### config.mk
export PLATFORM = sky130hd
export DESIGN_NAME = direction_overtravel_stop_control
export DESIGN_NICKNAME = d
export VERILOG_FILES = /design/src/dosc_pkg.sv /design/src/dosc_debounce.sv /design/src/dosc_echo.sv /design/src/direction_overtravel_stop_control.sv
export SDC_FILE = /design/constraint.sdc
export NUM_CORES = 1
export LEC_CHECK = 0
export BUFFER_PORTS_ARGS = -buffer_cell sky130_fd_sc_hd__buf_2
export CORE_MARGIN = 2
export CORE_UTILIZATION = 45
export CTS_BUF_LIST = sky130_fd_sc_hd__clkbuf_8
export DETAILED_ROUTE_END_ITERATION = 10
export GPL_ROUTABILITY_DRIVEN = 0
export GPL_TIMING_DRIVEN = 0
export PLACE_DENSITY = 0.66
export SYNTH_ARGS = -nofsm -noshare
export SYNTH_HDL_FRONTEND = slang
export SYNTH_SLANG_ARGS = --single-unit
### constraint.sdc
create_clock -name clk -period 4.1 [get_ports clk]
set_clock_uncertainty 0.1 [all_clocks]
set_input_delay 0.615 -clock clk [delete_from_list [all_inputs] [get_ports clk]]
set_output_delay 0.615 -clock clk [all_outputs]
set_load 0.01 [all_outputs]
### src/dosc_pkg.sv
package dosc_pkg;

    // Direction setting codes.
    localparam logic DIR_CCW_FWD = 1'h0;
    localparam logic DIR_CW_FWD = 1'h1;

    // Limit enable field positions inside the limit enable setting.
    localparam int LIM_FWD_DIS_BIT = 1;
    localparam int LIM_REV_DIS_BIT = 2;
    localparam int LIM_SET_W = 4;
    localparam logic [3:0] LIM_SET_RESET = 4'h0;

    // Stop method codes.
    localparam logic [2:0] STOP_DB_COAST = 3'h0;
    localparam logic [2:0] STOP_COAST = 3'h1;
    localparam logic [2:0] STOP_PLUG_DB_COAST = 3'h2;
    localparam logic [2:0] STOP_PLUG_CO_COAST = 3'h3;
    localparam logic [2:0] STOP_PLUG_DB_CLAMP = 3'h4;
    localparam logic [2:0] STOP_PLUG_CO_CLAMP = 3'h5;
    localparam logic [2:0] STOP_SET_RESET = 3'h0;

    // Plug braking torque in percent of rated torque.
    localparam logic [8:0] PLUG_TORQUE_MAX = 9'h12C;
    localparam logic [8:0] PLUG_TORQUE_RESET = 9'h12C;

    // Limit switch debounce time.
    localparam int CLK_MHZ = 50;
    localparam int DEBOUNCE_US = 2000;
    localparam int DEBOUNCE_CYCLES = DEBOUNCE_US * CLK_MHZ;

    // Stop action driven to the power stage.
    typedef enum logic [4:0] {
        ACT_RUN = 5'h01,
        ACT_DB = 5'h02,
        ACT_COAST = 5'h04,
        ACT_PLUG = 5'h08,
        ACT_CLAMP = 5'h10
    } dosc_act_t;

    // Overtravel status travelling together.
    typedef struct packed {
        logic fwdOvertravel;
        logic revOvertravel;
        logic fwdBlocked;
        logic revBlocked;
    } dosc_ot_t;

endpackage : dosc_pkg

### src/dosc_debounce.sv
`timescale 1ns/10ps
`default_nettype none
module dosc_debounce #(
    parameter int COUNT = 100000
) (
    input wire logic clk,
    input wire logic reset_n,
    input wire logic rawIn,
    output logic cleanOut
);
    logic sync1_ff;
    logic sync2_ff;
    logic [31:0] cnt_ff;
    logic clean_ff;

    // Two-stage synchroniser; only the second stage is looked at.
    always_ff @(posedge clk) begin
        if (!reset_n) begin
            sync1_ff <= 1'h0;
            sync2_ff <= 1'h0;
        end else begin
            sync1_ff <= rawIn;
            sync2_ff <= sync1_ff;
        end
    end

    // The output follows only after the input has been steady for COUNT cycles.
    always_ff @(posedge clk) begin
        if (!reset_n) begin
            cnt_ff <= 32'h0;
            clean_ff <= 1'h0;
        end else if (sync2_ff == clean_ff) begin
            cnt_ff <= 32'h0;
        end else if (cnt_ff >= 32'(COUNT - 1)) begin
            cnt_ff <= 32'h0;
            clean_ff <= sync2_ff;
        end else begin
            cnt_ff <= cnt_ff + 32'h1;
        end
    end

    assign cleanOut = clean_ff;
endmodule : dosc_debounce
`default_nettype wire

### src/dosc_echo.sv
`timescale 1ns/10ps
`default_nettype none
module dosc_echo (
    input wire logic clk,
    input wire logic reset_n,
    input wire logic stepPulse,
    input wire logic stepFwd,
    output logic phaseA,
    output logic phaseB
);
    logic [1:0] phase_ff;

    // Gray sequence AB 00,01,11,10 puts B ahead for forward and A ahead for reverse.
    always_ff @(posedge clk) begin
        if (!reset_n) begin
            phase_ff <= 2'h0;
        end else if (stepPulse) begin
            phase_ff <= stepFwd ? phase_ff + 2'h1 : phase_ff - 2'h1;
        end
    end

    assign phaseB = phase_ff[1] ^ phase_ff[0];
    assign phaseA = phase_ff[1];
endmodule : dosc_echo
`default_nettype wire

### src/direction_overtravel_stop_control.sv
// How it works
// - Direction setting 0 makes CCW forward, 1 makes CW forward.
// - Direction setting never changes echo or monitor output polarity.
// - Echo shows B leading for forward reference, A leading for reverse.
// - Limit input roles stay with the reference sense; the direction setting does not swap them.
// - High forward limit blocks forward motion and flags forward overtravel.
// - High reverse limit blocks reverse motion and flags reverse overtravel.
// - Motion opposite to a tripped limit stays allowed only in zero clamp.
// - Position error survives an overtravel stop until the clear input.
// - Limit enable bit 1 set ignores the forward limit input.
// - Limit enable bit 2 set ignores the reverse limit input.
// - Limit enables and stop method are latched only at power-up.
// - Method 0 brakes dynamically then coasts.
// - Method 1 coasts like servo-off then stays unpowered.
// - Methods 2,3 plug brake on overtravel then coast; servo-off DB or coast.
// - Methods 4,5 plug brake on overtravel then clamp; servo-off DB or coast.
// - Zero clamp holds a position loop around reference zero.
// - Plug torque limit 0 to 300 percent, immediate, default 300.
// - Delivered plug torque is capped at the motor rating.
`timescale 1ns/10ps
`default_nettype none
module direction_overtravel_stop_control #(
    parameter int DEBOUNCE_COUNT = dosc_pkg::DEBOUNCE_CYCLES,
    parameter int POS_W = 32,
    parameter logic [8:0] MOTOR_MAX_TORQUE = 9'h12C
) (
    input wire logic clk,
    input wire logic reset_n,
    input wire logic forwardLimitInput,
    input wire logic reverseLimitInput,
    input wire logic servoOnInput_n,
    input wire logic positionErrorClearInput,
    input wire logic directionSelectSetting,
    input wire logic [3:0] limitEnableSetting,
    input wire logic [2:0] stopMethodSetting,
    input wire logic [8:0] plugBrakeTorqueLimit,
    input wire logic refPulse,
    input wire logic refFwd,
    input wire logic fbPulse,
    input wire logic fbFwd,
    input wire logic motorStopped,
    output logic shaftCcw,
    output logic motorStep,
    output logic encoderEchoPhaseA,
    output logic encoderEchoPhaseB,
    output dosc_pkg::dosc_ot_t overtravelStatus,
    output dosc_pkg::dosc_act_t stopAction,
    output logic zeroClampActive,
    output logic [8:0] plugTorqueOut,
    output logic signed [POS_W-1:0] positionError
);
    logic cfgLatched_ff;
    logic dirCfg_ff;
    logic [3:0] limCfg_ff;
    logic [2:0] stopCfg_ff;
    logic fwdClean;
    logic revClean;
    logic fwdRaw;
    logic revRaw;
    logic fwdBlock;
    logic revBlock;
    logic stepGo;
    logic echoA;
    logic echoB;
    logic servoOff;
    logic anyOt;
    logic shaftCcw_ff;
    logic motorStep_ff;
    logic echoA_ff;
    logic echoB_ff;
    dosc_pkg::dosc_ot_t ot_ff;
    dosc_pkg::dosc_act_t act_ff;
    dosc_pkg::dosc_act_t nxt_act;
    logic [8:0] torque_ff;
    logic signed [POS_W-1:0] err_ff;
    logic clamp_ff;

    // Settings are captured once on the first clock after reset release.
    // Power-up latch
    always_ff @(posedge clk) begin
        if (!reset_n) begin
            cfgLatched_ff <= 1'h0;
            dirCfg_ff <= dosc_pkg::DIR_CCW_FWD;
            limCfg_ff <= dosc_pkg::LIM_SET_RESET;
            stopCfg_ff <= dosc_pkg::STOP_SET_RESET;
        end else if (!cfgLatched_ff) begin
            cfgLatched_ff <= 1'h1;
            dirCfg_ff <= directionSelectSetting;
            limCfg_ff <= limitEnableSetting;
            stopCfg_ff <= stopMethodSetting;
        end
    end

    dosc_debounce #(.COUNT(DEBOUNCE_COUNT)) u_fwdDeb (
        .clk(clk),
        .reset_n(reset_n),
        .rawIn(forwardLimitInput),
        .cleanOut(fwdClean)
    );

    dosc_debounce #(.COUNT(DEBOUNCE_COUNT)) u_revDeb (
        .clk(clk),
        .reset_n(reset_n),
        .rawIn(reverseLimitInput),
        .cleanOut(revClean)
    );

    // Disabled limits read as permissive. Limits act in reference terms, so
    // swapping direction moves which shaft sense each limit guards.
    // Forward and reverse limit disable
    assign fwdRaw = fwdClean & ~limCfg_ff[dosc_pkg::LIM_FWD_DIS_BIT];
    assign revRaw = revClean & ~limCfg_ff[dosc_pkg::LIM_REV_DIS_BIT];
    assign fwdBlock = fwdRaw;
    assign revBlock = revRaw;

    assign servoOff = servoOnInput_n;
    assign anyOt = fwdBlock | revBlock;

    // Steps are taken while running and in zero clamp, so a move away from a
    // tripped limit stays possible; braking and coasting phases refuse them.
    function automatic logic acceptsSteps(input dosc_pkg::dosc_act_t act);
        return (act == dosc_pkg::ACT_RUN) || (act == dosc_pkg::ACT_CLAMP);
    endfunction : acceptsSteps

    // A reference step passes with servo on, in run or zero clamp, unless it heads into a tripped limit.
    // Opposite motion allowed
    assign stepGo = refPulse & ~servoOff & (refFwd ? ~fwdBlock : ~revBlock)
        & acceptsSteps(act_ff);

    // Shaft sense is the only thing the direction setting changes.
    // Direction mapping
    always_ff @(posedge clk) begin
        if (!reset_n) begin
            shaftCcw_ff <= 1'h0;
            motorStep_ff <= 1'h0;
        end else begin
            motorStep_ff <= stepGo;
            if (stepGo) begin
                shaftCcw_ff <= refFwd ^ (dirCfg_ff == dosc_pkg::DIR_CW_FWD);
            end
        end
    end

    // Echo is driven from the reference sense, never from the shaft sense.
    // Fixed output polarity
    dosc_echo u_echo (
        .clk(clk),
        .reset_n(reset_n),
        .stepPulse(stepGo),
        .stepFwd(refFwd),
        .phaseA(echoA),
        .phaseB(echoB)
    );

    // Registered echo and overtravel status.
    always_ff @(posedge clk) begin
        if (!reset_n) begin
            echoA_ff <= 1'h0;
            echoB_ff <= 1'h0;
            ot_ff <= '0;
        end else begin
            echoA_ff <= echoA;
            echoB_ff <= echoB;
            ot_ff.fwdOvertravel <= fwdBlock;
            ot_ff.revOvertravel <= revBlock;
            ot_ff.fwdBlocked <= fwdBlock | servoOff;
            ot_ff.revBlocked <= revBlock | servoOff;
        end
    end

    // Stop sequencer. Overtravel takes priority over servo-off since it is
    // the safety event; servo-on toggling is left to the host to avoid.
    // Host uses references
    always_comb begin
        nxt_act = act_ff;
        case (act_ff)
            dosc_pkg::ACT_RUN: begin
                if (anyOt) begin
                    if (stopCfg_ff == dosc_pkg::STOP_DB_COAST) begin
                        nxt_act = dosc_pkg::ACT_DB;
                    end else if (stopCfg_ff == dosc_pkg::STOP_COAST) begin
                        nxt_act = dosc_pkg::ACT_COAST;
                    end else begin
                        nxt_act = dosc_pkg::ACT_PLUG;
                    end
                end else if (servoOff) begin
                    if (stopCfg_ff == dosc_pkg::STOP_DB_COAST ||
                        stopCfg_ff == dosc_pkg::STOP_PLUG_DB_COAST ||
                        stopCfg_ff == dosc_pkg::STOP_PLUG_DB_CLAMP) begin
                        nxt_act = dosc_pkg::ACT_DB;
                    end else begin
                        nxt_act = dosc_pkg::ACT_COAST;
                    end
                end
            end
            dosc_pkg::ACT_DB: begin
                if (motorStopped) begin
                    nxt_act = dosc_pkg::ACT_COAST;
                end
            end
            dosc_pkg::ACT_PLUG: begin
                if (motorStopped) begin
                    if (stopCfg_ff == dosc_pkg::STOP_PLUG_DB_CLAMP ||
                        stopCfg_ff == dosc_pkg::STOP_PLUG_CO_CLAMP) begin
                        nxt_act = dosc_pkg::ACT_CLAMP;
                    end else begin
                        nxt_act = dosc_pkg::ACT_COAST;
                    end
                end
            end
            dosc_pkg::ACT_COAST,
            dosc_pkg::ACT_CLAMP: begin
                if (!anyOt && !servoOff) begin
                    nxt_act = dosc_pkg::ACT_RUN;
                end else if (servoOff && act_ff == dosc_pkg::ACT_CLAMP) begin
                    nxt_act = dosc_pkg::ACT_COAST;
                end
            end
            default: begin
                nxt_act = dosc_pkg::ACT_COAST;
            end
        endcase
    end

    // Power is off out of reset, so the sequencer starts in coast.
    always_ff @(posedge clk) begin
        if (!reset_n) begin
            act_ff <= dosc_pkg::ACT_COAST;
        end else begin
            act_ff <= nxt_act;
        end
    end

    // The clamp flag is registered beside the stop action, so the output
    // comes from a flip-flop instead of from a decode of the state.
    always_ff @(posedge clk) begin
        if (!reset_n) begin
            clamp_ff <= 1'h0;
        end else begin
            clamp_ff <= (nxt_act == dosc_pkg::ACT_CLAMP);
        end
    end

    // Torque limit follows the input at once, clipped to range and rating.
    // Immediate torque limit
    always_ff @(posedge clk) begin
        if (!reset_n) begin
            torque_ff <= dosc_pkg::PLUG_TORQUE_RESET;
        end else if (plugBrakeTorqueLimit > dosc_pkg::PLUG_TORQUE_MAX) begin
            torque_ff <= (MOTOR_MAX_TORQUE < dosc_pkg::PLUG_TORQUE_MAX) ?
                MOTOR_MAX_TORQUE : dosc_pkg::PLUG_TORQUE_MAX;
        end else if (plugBrakeTorqueLimit > MOTOR_MAX_TORQUE) begin
            torque_ff <= MOTOR_MAX_TORQUE;
        end else begin
            torque_ff <= plugBrakeTorqueLimit;
        end
    end

    // Position error counts accepted reference minus feedback, in reference
    // sense. It is kept through an overtravel stop; only clear or reset discards it.
    // In zero clamp accepted reference steps still count alongside the feedback.
    // Error retained
    always_ff @(posedge clk) begin
        if (!reset_n) begin
            err_ff <= '0;
        end else if (positionErrorClearInput) begin
            err_ff <= '0;
        end else begin
            err_ff <= err_ff + POS_W'(stepGo ? (refFwd ? 1 : -1) : 0)
                - POS_W'(fbPulse ? (fbFwd ? 1 : -1) : 0);
        end
    end

    assign shaftCcw = shaftCcw_ff;
    assign motorStep = motorStep_ff;
    assign encoderEchoPhaseA = echoA_ff;
    assign encoderEchoPhaseB = echoB_ff;
    assign overtravelStatus = ot_ff;
    assign stopAction = act_ff;
    assign zeroClampActive = clamp_ff;
    assign plugTorqueOut = torque_ff;
    assign positionError = err_ff;
endmodule : direction_overtravel_stop_control
`default_nettype wire

==> results summary <==
The run finished with clean final reports. The final layout contains routed wiring with a total length of 17.2 mm. The proportion of total power due to net switching is 44.1%. The overall die area came out at 0.0175 mm^2.

The detailed placer's ending HPWL is about 12 mm. Ranked by total cell area, the synthesized netlist is headed by sky130_fd_sc_hd__dfxtp_1 36%, sky130_fd_sc_hd__fa_1 8.4%, sky130_fd_sc_hd__ha_1 5.7%. The number of antenna violations at the first check in global routing is 0. The share of synthesized flip-flops with an asynchronous set or reset came out at 0%. The number of buffers inserted by port buffering is 80. The worst max-slew margin expressed relative to the limit came out at a little under 40%. The largest total area in the synthesized netlist belongs to sky130_fd_sc_hd__dfxtp_1. After filler insertion, the fill cell instance count of the layout stands at 1554. Global routing finished with a remaining overflow of 0. The peak clock frequency supported by timing came out at 0.253 GHz. The tightest min-delay check is of the input pin to flop type. After floorplanning, the core was divided into 46 placement rows. The core region area is 0.0160 mm^2.

The final route contains ~6200 vias. For this run, the slowest stage of the critical path takes around 0.5 ns. The first-pass GRT wire length came out at between 20 and 30 mm. Traced cell by cell, the critical path runs through clkbuf_4 -> nor2_4 -> nand4_1 -> buf_4 -> or3_4 -> buf_4 -> fa_1 -> inv_1 -> ha_1 -> buf_4 -> a21o_4 -> a31oi_4 -> a31o_1 -> a21oi_1 -> o21a_1. The proportion of layout cells with a drive suffix above 1 came out at between 15 and 20%. The library cells used most frequently in the layout, excluding fill and tap cells, are 134 x sky130_fd_sc_hd__dfxtp_1, 98 x sky130_fd_sc_hd__inv_1, 88 x sky130_fd_sc_hd__buf_2, 85 x sky130_fd_sc_hd__nor2_1, 58 x sky130_fd_sc_hd__nand2_1. The slew at the pin with the worst max-slew slack is ~0.91 ns. The post-synthesis instance total is 849. The worst path uses a little under 100% of the clock period. The synthesis-to-finish area growth is 19.6%.

The global-route total usage across every layer is roughly a fifth. Grouping stages by cell kind, the critical path spends the most delay in compound AO/OA/AOI/OAI gates. The number of placed cells counting well taps is 1174. The worst hold path begins at reset_n. The met1 track demand over resource is between 20% and 30%. The cell depth of the worst flop-to-flop path came out at 15. The sequential share of power came out at between 20% and 30%. Leaving out fill and tap cells, the most frequent cell in the layout is sky130_fd_sc_hd__dfxtp_1.

The post-synthesis cell type count came out at 71. The die is approximately 130 um wide. Across all hold checks on the routed design, the worst slack comes to about 0.24 ns. The cell that appears most often on the critical path is sky130_fd_sc_hd__buf_4.

Along the worst hold path, the cell count comes to 1. At the later pin of the worst-skew pair, clock insertion delay measures between 0.4 and 0.5 ns. The destination of the worst hold path is cfgLatched_ff$_DFF_P_.

For this run, the register share of the synthesized area comes to around 36%. The fraction of met2 tracks used by global routing came out at between 30% and 40%. The mean number of vias per cell is between 5 and 6.

The pin count of the biggest net entering global routing is 17. The routed design could run at a clock period as short as ~4 ns. The global routing stage identified its most utilized layer as met2. For this block, the initial DRC count from the detailed router was between 400 and 500. The total DRC errors in the routed layout came out at 0.

The number of enable flip-flop cells after synthesis is 0. The worst setup path is launched from a flop. The internal power is 0.00299 W.

The final layout net count is between 1000 and 1500. After synthesis the cells add up to 0.00741 mm^2. The most frequently used flop master after synthesis is sky130_fd_sc_hd__dfxtp_1. The number of H-tree levels is 4.

The power density normalized to cell area is 604 mW/mm^2. The number of hold buffers added after cts came out at 0. The post-detailed-route count of antenna-violating nets is 0.

The die is between 100 and 150 um tall. The standby leakage power is 3.91 nW. The number of hold violations in the final report came out at 0. The average instance in the mapped netlist occupies a little under 9 um^2. The net switching power came out at 0.00236 W. The max-cap violation count came out at 0.

The number of buffers and inverters on the critical path is 5. The first detailed-routing pass took 7 iterations. The worst setup path is captured at a flop. After detailed routing, the average wire length per cell comes to ~14 um. Yosys printed 0 warnings. The total of endpoints with negative setup slack in the final report is 0. The final-report max-slew violation count is 0. The CTS buffer count came out at 17.

The number of standard cells in the layout, taps in and fillers out came out at roughly 1200. The multi-input gate area in the final layout came out at about 0.0045 mm^2. The startpoint identified for the worst register-to-register timing path is stopAction[2]$_SDFF_PN1_. The part of the total power dissipated in combinational logic is around 50%. After clock tree synthesis, the clock-pin slew on the worst setup and hold paths is about 0.08 ns. Data arrives at the worst endpoint at 4.19 ns. The critical path is of the flop to flop type. For this design, the sink count on the clock tree is 134. The capture instance of the worst register-to-register path is positionError[26]$_SDFF_PP0_. The combined flip-flop and latch cell area came out at between 0.002 and 0.003 mm^2. The number of global-route vias before repair came out at 5735. The maximum resistive drop on vdd is around 0.00026 V.

The required time reported for the critical path endpoint came out at between 4 and 5 ns. The top-level I/O count came out at 83. Adding up every negative setup slack in the final design gives 0 ns. The master of the slowest instance on the critical path is sky130_fd_sc_hd__fa_1. The met3 global-route usage came out at 3.61%.

Of all nets on the critical path, the largest fanout is 10. The relative contribution of the clock network to total power came out at between 20% and 30%. The fraction of synthesized cell area taken by the top area cell type is 36.2%.

The register-to-register setup slack came out at about 0.15 ns. The flip-flop and latch count after synthesis came out at roughly 130. TritonCTS built the clock tree. The number of buffers on the longest clock path came out at 2. In this run the clock root is driven by a sky130_fd_sc_hd__clkbuf_8.

The effective utilization at floorplan came out at about 46%.
[power groups by stage]
stage | logic, W | clock network (W) | registers [W]
floorplan | 0.00186 | 0 | 0.00158
global placement | 0.00244 | 0 | 0.00153
detailed placement | 0.00247 | 0 | 0.00153
CTS | 0.00249 | 0.00112 | 0.00150
global route | 0.00307 | 0.00118 | 0.00152
finish | 0.00276 | 0.00109 | 0.00150
[state kept, by name, indices dropped and copies added, names as in the netlist, 2 cells and up]
signal            count
u_fwdDeb.cnt_ff      32
limCfg_ff             2
stopCfg_ff            3
stopAction            5
u_revDeb.cnt_ff      32
positionError        32
overtravelStatus      4
plugTorqueOut         9
u_echo.phase_ff       2
[Yosys cell counts, drive strengths merged (3+ instances only)]
cell    instances
clkbuf         14
nand3b          3
nor4b           3
nand2b          9
nor3b           3
a31oi           5
a32oi           3
xnor2          27
ha             34
fa             31
and2           19
nor4           10
a21o           13
nand2          59
o31ai           4
dfxtp         134
nor2           90
nor3           29
a211oi          6
and3            6
or2             5
nor2b          14
or3             6
o21a           16
buf            15
o21ai          32
a21oi          43
xor2           28
nand4          19
inv           100
mux2i           9
o211a           3
o211ai          4
nand3          25
[layout make-up]
| cell class | count | share of cell area, % |
|---|---|---|
| Clock inverter | 15 | 1.79 |
| Sequential cell | 134 | 30.3 |
| Timing Repair Buffer | 91 | 5.45 |
| Timing Repair inverter | 1 | 0.0847 |
| Clock buffer | 17 | 2.64 |
| Inverter | 100 | 4.28 |
| Antenna cell | 1 | 0.0282 |
| Tap cell | 216 | 3.05 |
| Buffer | 21 | 1.13 |
| Multi-Input combinational cell | 619 | 51.3 |
[layer usage]
layer  wire length, um  vias to the layer above  share of wire [%]
li1                  -                     3115                  -
met1              8030                     2848                 47
met2              7930                      190                 46
met3               824                       35                4.8
met4               433                        0                2.5
met5                 0                        -                  0
[per-stage QoR]
| step | setup slack [ns] | total power, W | utilization, % | instance area (um^2) |
|---|---|---|---|---|
| floorplan | 0.00877 | 0.00344 | - | 7530 |
| global placement | -0.715 | 0.00397 | 51.3 | 8200 |
| detailed placement | -0.736 | 0.00401 | 51.3 | 8200 |
| CTS | 0.00144 | 0.00512 | 54.0 | 8640 |
| global route | -0.0421 | 0.00577 | 55.4 | 8860 |
| finish | 0.149 | 0.00535 | 55.4 | 8860 |
[cell families after synthesis]
| logic type | synth area share (%) |
|---|---|
| AND/OR/NAND/NOR | 21.0 |
| flip-flops | 36.2 |
| buffers and inverters | 6.75 |
| adder cells (fa/ha/maj) | 14.1 |
| other | 0.0506 |
| multiplexers | 1.37 |
| XOR/XNOR | 6.50 |
| AO/OA/AOI/OAI | 14.0 |
[repair_timing]
action | in CTS | in global routing
cloned | 3 | 2
pin swaps | 3 | 9
setup buffers | 1 | 10
endpoints found under the setup margin | 18 | 19
resized for setup | 5 | 32
[worst max-delay path by stage]
stage	to	start	depth (start not counted)	slack (ns)
after floorplan	positionError[30]$_SDFF_PP0_	fbFwd	11	0.009
after global placement	positionError[22]$_SDFF_PP0_	fbPulse	12	-0.71
after detailed placement	positionError[22]$_SDFF_PP0_	fbPulse	12	-0.74
after CTS	positionError[27]$_SDFF_PP0_	stopAction[1]$_SDFF_PN0_	14	0.001
after global routing	positionError[19]$_SDFF_PP0_	stopAction[2]$_SDFF_PN1_	16	-0.04
final	positionError[26]$_SDFF_PP0_	stopAction[2]$_SDFF_PN1_	15	0.15
(Power assumes the default switching activity.)
